===== src/rtl/wstor_pkg.sv =====
// shared constants and carriers for the word storage controller
// assumes a 50 MHz mclk; pin timing counts are derived from ns figures
package wstor_pkg;
  localparam int WSTOR_WORDS      = 4;
  localparam int WSTOR_BITS       = 2;
  localparam int WSTOR_WIDX_W     = 2;
  localparam int WSTOR_CLK_NS     = 20;
  // write pulse must last the full write time
  localparam int WSTOR_WRITE_NS   = 45;
  // least gap between read pulses
  localparam int WSTOR_RDGAP_NS   = 25;
  // read delay before the outputs are valid
  localparam int WSTOR_RDLY_NS    = 25;
  // least times round up
  localparam int WSTOR_WRITE_CYC  =
    (WSTOR_WRITE_NS + WSTOR_CLK_NS - 1) / WSTOR_CLK_NS;
  localparam int WSTOR_RDGAP_CYC  =
    (WSTOR_RDGAP_NS + WSTOR_CLK_NS - 1) / WSTOR_CLK_NS;
  localparam int WSTOR_RDLY_CYC   =
    (WSTOR_RDLY_NS + WSTOR_CLK_NS - 1) / WSTOR_CLK_NS;
  localparam int WSTOR_CNT_W      = 3;

  // user request
  typedef struct packed {
    logic                    wr_en;
    logic [WSTOR_WORDS-1:0]  wr_words;
    logic [WSTOR_BITS-1:0]   wr_data;
    logic                    rd_en;
    logic [WSTOR_WIDX_W-1:0] rd_word;
  } wstor_req_t;

  // pins toward the storage cell
  typedef struct packed {
    logic [WSTOR_WORDS-1:0]  wsel;
    logic [WSTOR_WORDS-1:0]  rsel;
    logic [WSTOR_BITS-1:0]   din;
  } wstor_pins_t;

  typedef enum logic [1:0] {
    WSTOR_R_IDLE = 2'b00,
    WSTOR_R_SEL  = 2'b01,
    WSTOR_R_GAP  = 2'b10
  } wstor_rstate_t;

  typedef enum logic [0:0] {
    WSTOR_W_IDLE = 1'b0,
    WSTOR_W_HOLD = 1'b1
  } wstor_wstate_t;
endpackage


===== src/rtl/wstor_sync.sv =====
// two flip-flop synchroniser for the wired-or data lines from the cell
// assumes the cell outputs are asynchronous to mclk
module wstor_sync
  import wstor_pkg::*;
(
  input  wire logic                  mclk,
  input  wire logic                  arst_n,
  input  wire logic [WSTOR_BITS-1:0] async_in,
  output logic      [WSTOR_BITS-1:0] sync_out
);
  logic [WSTOR_BITS-1:0] meta_reg;

  // first stage feeds only the second
  always_ff @(posedge mclk or negedge arst_n)
  begin
    if (!arst_n)
    begin
      meta_reg <= '0;
      sync_out <= '0;
    end
    else
    begin
      meta_reg <= async_in;
      sync_out <= meta_reg;
    end
  end
endmodule


===== src/rtl/wstor_ctrl.sv =====
// controller driving a four word, two bit static storage cell
// assumes the cell outputs of all words are wired-or onto dout_pin
//
// Overview of operation
// - two write selects together store the same data in both words.
// - write selects stay high for the full 45 ns write time.
// - read pulses are separated by at least 25 ns.
// - cell outputs of different words are wired-or onto shared lines.
module wstor_ctrl
  import wstor_pkg::*;
(
  input  wire logic                    mclk,
  input  wire logic                    arst_n,
  input  wire wstor_req_t              req,
  output logic                         wr_ready,
  output logic                         rd_ready,
  output logic                         rd_valid,
  output logic      [WSTOR_BITS-1:0]   rd_data,
  output wstor_pins_t                  pins,
  input  wire logic [WSTOR_BITS-1:0]   dout_pin
);
  wstor_wstate_t           wst_reg;
  wstor_rstate_t           rst_reg;
  logic [WSTOR_CNT_W-1:0]  wcnt_reg;
  logic [WSTOR_CNT_W-1:0]  rcnt_reg;
  logic [WSTOR_BITS-1:0]   dout_sync;
  logic                    wr_take;
  logic                    rd_take;
  logic                    rd_clash;
  logic [WSTOR_WORDS-1:0]  wsel_reg; // one select per word
  logic [WSTOR_WORDS-1:0]  rsel_reg;
  logic [WSTOR_BITS-1:0]   din_reg;

  wstor_sync u_sync
  (
    .mclk     (mclk),
    .arst_n   (arst_n),
    .async_in (dout_pin),
    .sync_out (dout_sync)
  );

  // pin bundle straight from the select and data flops, one owner each
  assign pins = '{wsel: wsel_reg, rsel: rsel_reg, din: din_reg};

  // a read aimed at a word under write waits; other words go ahead
  // a write taken on the same edge counts too, so a read never starts on a word under write
  assign rd_clash = ((wst_reg == WSTOR_W_HOLD) && wsel_reg[req.rd_word])
                 || (wr_take && req.wr_words[req.rd_word]);
  assign wr_take  = req.wr_en && wr_ready && (req.wr_words != '0);
  assign rd_take  = req.rd_en && rd_ready && !rd_clash;

  // write sequencer: whole-word selects held for the write time
  always_ff @(posedge mclk or negedge arst_n)
  begin
    if (!arst_n)
    begin
      wst_reg   <= WSTOR_W_IDLE;
      wcnt_reg  <= '0;
      wsel_reg  <= '0;
      din_reg   <= '0;
      wr_ready  <= 1'b1;
    end
    else
    begin
      case (wst_reg)
        WSTOR_W_IDLE:
        begin
          if (wr_take)
          begin
            wsel_reg  <= req.wr_words;
            din_reg   <= req.wr_data;
            wcnt_reg  <= WSTOR_CNT_W'(WSTOR_WRITE_CYC - 1);
            wr_ready  <= 1'b0;
            wst_reg   <= WSTOR_W_HOLD;
          end
        end
        WSTOR_W_HOLD:
        begin
          if (wcnt_reg == '0)
          begin
            wsel_reg  <= '0;
            wr_ready  <= 1'b1;
            wst_reg   <= WSTOR_W_IDLE;
          end
          else
          begin
            wcnt_reg <= wcnt_reg - 1'b1;
          end
        end
        default:
        begin
          wst_reg <= WSTOR_W_IDLE;
        end
      endcase
    end
  end

  // read sequencer: one select, wait read delay plus sync, then gap
  always_ff @(posedge mclk or negedge arst_n)
  begin
    if (!arst_n)
    begin
      rst_reg   <= WSTOR_R_IDLE;
      rcnt_reg  <= '0;
      rsel_reg  <= '0;
      rd_ready  <= 1'b1;
      rd_valid  <= 1'b0;
      rd_data   <= '0;
    end
    else
    begin
      rd_valid <= 1'b0;
      case (rst_reg)
        WSTOR_R_IDLE:
        begin
          if (rd_take)
          begin
            rsel_reg  <= WSTOR_WORDS'(1) << req.rd_word;
            rcnt_reg  <= WSTOR_CNT_W'(WSTOR_RDLY_CYC + 1);
            rd_ready  <= 1'b0;
            rst_reg   <= WSTOR_R_SEL;
          end
        end
        WSTOR_R_SEL:
        begin
          if (rcnt_reg == '0)
          begin
            rd_data   <= dout_sync;
            rd_valid  <= 1'b1;
            rsel_reg  <= '0;
            rcnt_reg  <= WSTOR_CNT_W'(WSTOR_RDGAP_CYC - 1);
            rst_reg   <= WSTOR_R_GAP;
          end
          else
          begin
            rcnt_reg <= rcnt_reg - 1'b1;
          end
        end
        WSTOR_R_GAP:
        begin
          if (rcnt_reg == '0)
          begin
            rd_ready <= 1'b1;
            rst_reg  <= WSTOR_R_IDLE;
          end
          else
          begin
            rcnt_reg <= rcnt_reg - 1'b1;
          end
        end
        default:
        begin
          rst_reg <= WSTOR_R_IDLE;
        end
      endcase
    end
  end
endmodule


===== config.mk =====
export PLATFORM = sky130hd
export DESIGN_NAME = wstor_ctrl
export DESIGN_NICKNAME = d
export VERILOG_FILES = /design/src/rtl/wstor_pkg.sv /design/src/rtl/wstor_sync.sv /design/src/rtl/wstor_ctrl.sv
export SDC_FILE = /design/constraint.sdc
export NUM_CORES = 1
export LEC_CHECK = 0
export ABC_AREA = 1
export BUFFER_PORTS_ARGS = -buffer_cell sky130_fd_sc_hd__buf_2
export CORE_ASPECT_RATIO = 0.75
export CORE_UTILIZATION = 48
export DETAILED_ROUTE_END_ITERATION = 6
export PLACE_DENSITY = 0.79
export SETUP_SLACK_MARGIN = 0.2
export SYNTH_ARGS = -nofsm -noshare
export SYNTH_HDL_FRONTEND = slang
export SYNTH_SLANG_ARGS = --single-unit

===== constraint.sdc =====
create_clock -name mclk -period 1.67 [get_ports mclk]
set_clock_uncertainty 0.15 [all_clocks]
set_input_delay 0.334 -clock mclk [delete_from_list [all_inputs] [get_ports mclk]]
set_output_delay 0.334 -clock mclk [all_outputs]
set_load 0.005 [all_outputs]

==> run_results.csv, run 1 <==
group,metric,value,unit
critical_path,critPathLaunchType,"flop",
yosys,syn_nets,189,
floorplan,num_rows,16,
yosys,synth_flop_cell,"dfrtp_1",
yosys,ys_warn_count,0,
yosys,ys_ff_latch,28,
floorplan,boundaryPins,29,
routing,drc,0,
timing,period_minus_slack,1.614,ns
cells_and_area,drive_above_1_share,45.33,%
routing,drtIter0Drc,112,
routing,wire_per_inst,16.28,microns
clock_network,clockRootBuffer,"clkbuf_8",
timing,setup_violations,0,
grt,grt_max_degree,29,
floorplan,start_util,52.38,%
floorplan,die_h,48.86,microns
critical_path,crit_type,"flop to flop",
place,dp_hpwl,2.313,mm
yosys,synth_top_family_by_area,"simple AND/OR/NAND/NOR gates",
timing,max_clock_freq,619.8,MHz
critical_path,crit_fanout,4,
timing,timing.final.hold_violations,0,
place,gp_congestion,0.9042,
cells_and_area,area_growth,43.37,%
timing,finalCritPeriodShare,96.62,%
cells_and_area,finalInstanceArea,2014,sq um
yosys,synth_area,1405,sq um
critical_path,cp-end-kind,"flop",
cells_and_area,final_cells,250,
run,drv_cap,0,
timing,rsz0062_at_grt,"true",
grt,grt_pass1_wl,6.375,mm
clock_network,cts_sinks,28,
floorplan,core,2683,sq um
cells_and_area,fin_nets,237,
place,place_inst,232,
hold_path,hold_path.class,"input port to flop",
yosys,ys_async_sr_fraction,100.0,%
critical_path,cp.required,1.69,ns
place,dpl_cell_area,1663,sq um
yosys,synth_compound_area_share,4.363,%
power_and_ir_drop,powerDensity,1052,nW/um^2
grt,grt_overflow,0,
routing,drt-total-wl,4.071,mm
clock_network,htree_num_levels,1,
yosys,synth_edf_count,0,
yosys,synth_area_per_cell,8.414,sq um
clock_network,numCtsBuffers,3,
clock_network,clk_path_buf_depth,2,
routing,first_pass_iters,4,
yosys,synthMuxAreaShare,1.603,%
routing,ant_nets,0,
outcome,status,"finished, final reports clean",
floorplan,fp.dieArea,3150,sq um
yosys,synth-adder-area-share,7.124,%
place,portBuffers,28,
clock_network,clk_transition_reported_paths,0.11,ns
yosys,syn_inst,167,
floorplan,fp.dieW,64.48,microns
power_and_ir_drop,p_leak,1.039,nW
grt,first_global_vias,1386,
timing,worstMarginPinSlew,0.6474,ns
routing,vias_per_cell,5.496,
timing,slew_viol_final,0,
yosys,ys_seq_area_share,50.04,%
cells_and_area,n_antenna_cell,0,
clock_network,insertion_delay,0.29,ns
yosys,synth_xor_area_share,1.247,%
yosys,yosysUniqueCellTypes,23,
critical_path,critical_path_arrival,1.63,ns
grt,antenna_found_initial,0,
timing,max-slew-margin-rel,56.84,%
power_and_ir_drop,ir_worst_vdd,0.7490,mV
routing,vias,1374,
clock_network,cts_tree,"built",
timing,timing.setup.tns,0,ns
grt,grtUsageTotal,26.99,%
cells_and_area,post-route-util,75.09,%
yosys,synthSimpleGateAreaFrac,29.21,%
timing,hold_ws,0.1294,ns
## kinds of logic (layout without fill, tap and decap cells)
kind of cell,count (synthesis),after routing
simple gates,96,97
flops,28,28
buf+inv,21,67
compound gates,10,10
fa+ha+maj,8,8
xor+xnor,2,2
mux,2,2
## synth_stat cells (all sizes together), types with 2 or more instances
master   n  area [sq um]
nand2   66         255.2
mux2     2         22.52
nand3   19         100.1
ha       8         100.1
nor3     4         20.02
dfrtp   26         650.6
inv     20         75.07
nor2     5         21.27
xnor2    2         17.52
dfstp    2         52.55
o21ai    5         28.78
a21oi    3         18.77
## final cells by class
| cell class | instances | area (sq um) |
|---|---|---|
| clock inverter | 1 | 30.03 |
| sequential | 28 | 705.7 |
| inverter | 20 | 85.08 |
| clock buffer | 3 | 41.29 |
| tap | 36 | 45.04 |
| timing repair buffer | 43 | 271.5 |
| fill | 186 | 668.1 |
| multi-input combinational | 119 | 835.8 |
## worst max-delay path, stage by stage (launching register included)
cell     delay (ns)
dfrtp_2        0.49
buf_6          0.14
ha_1           0.19
or2_4          0.27
inv_6          0.08
nand2_4        0.07
nand2_2        0.06
nand2_1        0.06
## layer usage
layer | global-route usage, % | up-vias | part of all wire [%]
met5 | 0 | - | 0
met4 | 8.519 | 0 | 2.7
met3 | 4.673 | 16 | 6.2
met2 | 49.47 | 79 | 50
met1 | 31.95 | 659 | 41
li1 | - | 620 | -
## repair_timing
action,CTS,global route
setup endpoints to repair,16,21
gates resized for setup,32,12
pin swaps,16,9
gates cloned,1,0
hold buffers,3,0
setup buffers,8,2
endpoints found under the hold margin,28,0
## stage by stage
stage	total power, mW	worst slack [ns]
final	2.119	0.05648
after global routing	2.222	0.01416
after CTS	2.014	0.1130
after detailed placement	1.427	-0.009592
after global placement	1.379	0.1043
after floorplan	1.208	0.1628
## placed cells by master (no fill, tap or decap), types with 3 or more instances in the layout
cell type / n
dfrtp_1: 24
buf_4: 9
nand3_1: 11
buf_6: 3
dlygate4sd3_1: 3
ha_4: 3
nand2_1: 50
nand3_2: 7
inv_1: 13
o21ai_0: 3
buf_2: 28
inv_2: 4
clkbuf_8: 3
nand2_4: 6
ha_1: 3
nand2_2: 10
nor3_1: 4
## worst paths after layout
kind | to | startpoint | depth (start not counted) | slack, ns
worst min register to register | u_sync.sync_out[1] | u_sync.meta_reg[1] | 0 | 0.21
max in group asynchronous | rst_reg[0] | arst_n | 2 | 0.47
worst max register to register | rcnt_reg[1] | rst_reg[0] | 7 | 0.06
worst min-delay path | din_reg[0] | req[3] | 2 | 0.13
min in group asynchronous | u_sync.meta_reg[1] | arst_n | 2 | 0.44
worst max-delay path | rcnt_reg[1] | rst_reg[0] | 7 | 0.06
## power by group
group	switching, mW	internal, mW
clock	0.233	0.322
sequential	0.0995	0.816
combinational	0.386	0.262
No activity file was read; power rests on OpenSTA's default activity.
==> run 2: changes to the inputs <==
==> constraint.sdc (replaced) <==
create_clock -name mclk -period 1.67 [get_ports mclk]
set_clock_uncertainty 0.15 [all_clocks]
set_input_delay 0.0835 -clock mclk [delete_from_list [all_inputs] [get_ports mclk]]
set_output_delay 0.0835 -clock mclk [all_outputs]
set_load 0.005 [all_outputs]
==> run_results.csv, run 2 (synthesis results as in run 1) <==
group,metric,value,unit
critical_path,crit_fanout,8,
floorplan,num_rows,16,
routing,ant_nets,0,
timing,setup_violations,0,
power_and_ir_drop,ir_worst_vdd,1.050,mV
routing,vias,1337,
grt,grt.busiest_layer,"met2",
routing,drtIter0Drc,79,
run,drv_cap,0,
timing,max-slew-margin-rel,58.69,%
floorplan,die_h,48.86,microns
grt,grt_overflow,0,
critical_path,max_stage_delay,0.55,ns
clock_network,cts_sinks,28,
timing,timing.setup.tns,0,ns
critical_path,cp-startpoint,"wr_ready",
timing,finalCritPeriodShare,93.92,%
clock_network,numCtsBuffers,3,
timing,setup_ws,0.1016,ns
critical_path,path_delay_family,"flip-flops",
routing,drt-total-wl,3.799,mm
critical_path,crit_type,"flop to flop",
critical_path,cp_num_cells,5,
power_and_ir_drop,powerDensity,953.6,nW/um^2
critical_path,r2r-end,"din_reg[1]",
grt,grt_pass1_wl,5.782,mm
power_and_ir_drop,total_power,2.014,mW
place,gp_congestion,0.8278,
place,portBuffers,28,
critical_path,crit_chain,"nand2_2 > a21oi_4 > buf_12 > nand2_4 > mux2_2",
cells_and_area,post-route-util,78.73,%
place,pre_cts_ws,0.01745,ns
timing,slew_viol_final,0,
clock_network,clk_transition_reported_paths,0.09,ns
critical_path,critPathLaunchType,"flop",
critical_path,cp-end-kind,"flop",
cells_and_area,fin_nets,246,
grt,first_global_vias,1306,
floorplan,core,2683,sq um
critical_path,reg2reg_depth,5,
critical_path,cp-endpoint,"din_reg[1]",
routing,vias_per_cell,5.162,
routing,drc,0,
grt,grtUsageTotal,24.47,%
floorplan,fp.dieArea,3150,sq um
grt,antenna_found_initial,0,
clock_network,insertion_delay,0.29,ns
cells_and_area,mostFrequentLayoutCells,"nand2_1 (46), buf_2 (28), dfrtp_1 (24)",
critical_path,cp.required,1.70,ns
timing,max_clock_freq,637.6,MHz
place,dp_hpwl,2.106,mm
clock_network,cts_tree,"built",
timing,worstMarginPinSlew,0.6196,ns
clock_network,clockRootBuffer,"clkbuf_8",
critical_path,rrSetupSlack,0.10,ns
outcome,status,"finished, final reports clean",
timing,rsz0062_at_grt,"true",
critical_path,crit_slowest_cell,"dfstp_2",
clock_network,clk_path_buf_depth,2,
floorplan,fp.dieW,64.48,microns
cells_and_area,final_common_cell,"nand2_1",
power_and_ir_drop,p_leak,1.079,nW
floorplan,start_util,52.38,%
grt,grt_util_met3,4.673,%
routing,wire_per_inst,14.67,microns
routing,first_pass_iters,4,
cells_and_area,area_growth,50.31,%
clock_network,htree_num_levels,1,
timing,period_minus_slack,1.568,ns
grt,met2_usage,42.11,%
critical_path,worstReg2RegStart,"wr_ready",
grt,grt_max_degree,29,
critical_path,critical_path_arrival,1.59,ns
cells_and_area,n_antenna_cell,0,
timing,timing.final.hold_violations,0,
floorplan,boundaryPins,29,
hold_path,hold_path.class,"input port to flop",
cells_and_area,drive_above_1_share,45.74,%
grt,met1_usage,30.73,%
critical_path,crit_buf_inv,1,
## run 2: changes by cell type in the layout (fill, tap and decap cells not counted), moves of 2 or more
cell and change:
dlygate4sd3_1 +7, nand2_1 -4, nand2_2 +4, ha_2 -2, nand3_1 -2, nand3_2 +2
## run 2: final cells by class
cell class / count / area, sq um
timing repair buffer: 52 / 369.1
multi-input combinational: 119 / 849.6
inverter: 20 / 87.58
clock buffer: 4 / 55.05
fill: 164 / 570.5
sequential: 28 / 705.7
tap: 36 / 45.04
## run 2: worst reg2reg max path: cells and delay by family, from the launching register on
family / cells / cell delay [ns]
simple gates: 2 / 0.16
buf+inv: 1 / 0.14
flops: 1 / 0.55
compound gates: 1 / 0.19
mux: 1 / 0.29
## run 2: through the flow
step | hold slack, ns | std cells | instance area (sq um)
floorplan | -0.3621 | 167 | 1478
global placement | -0.03222 | 231 | 1655
detailed placement | -0.01045 | 231 | 1655
CTS | 0.02478 | 254 | 1982
global route | 0.05575 | 259 | 2112
finish | 0.03583 | 259 | 2112
## run 2: worst min-delay path by stage
stage          slack, ns    from          end  cells past startpoint
6_report            0.04  req[0]  rsel_reg[0]                      4
5_1_grt             0.06  req[9]  wsel_reg[2]                      5
4_1_cts             0.02  req[9]  wsel_reg[1]                      5
3_5_place_dp       -0.01  arst_n   rd_data[1]                      1
3_3_place_gp       -0.03  arst_n   rd_data[1]                      1
2_1_floorplan      -0.36  arst_n   din_reg[0]                      0
## run 2: power by group
part	switching [mW]	internal [mW]	total [mW]
logic	0.377	0.304	0.681
clock network	0.223	0.212	0.435
registers	0.0826	0.815	0.898
total	0.683	1.33	2.01
## run 2: per-layer routing
| metal | wire [microns] | vias up |
|---|---|---|
| met5 | 0 | - |
| met4 | 65 | 0 |
| met3 | 148 | 6 |
| met2 | 1945 | 40 |
| met1 | 1639 | 648 |
| li1 | - | 643 |
## run 2: repair_timing
action / CTS / global route
resized for setup: 27 / 22
pin swaps: 14 / 15
setup buffers: 8 / 5
hold buffers: 10 / 0
hold endpoints to repair: 36 / 0
setup endpoints to repair: 21 / 19
gates cloned: 1 / 0
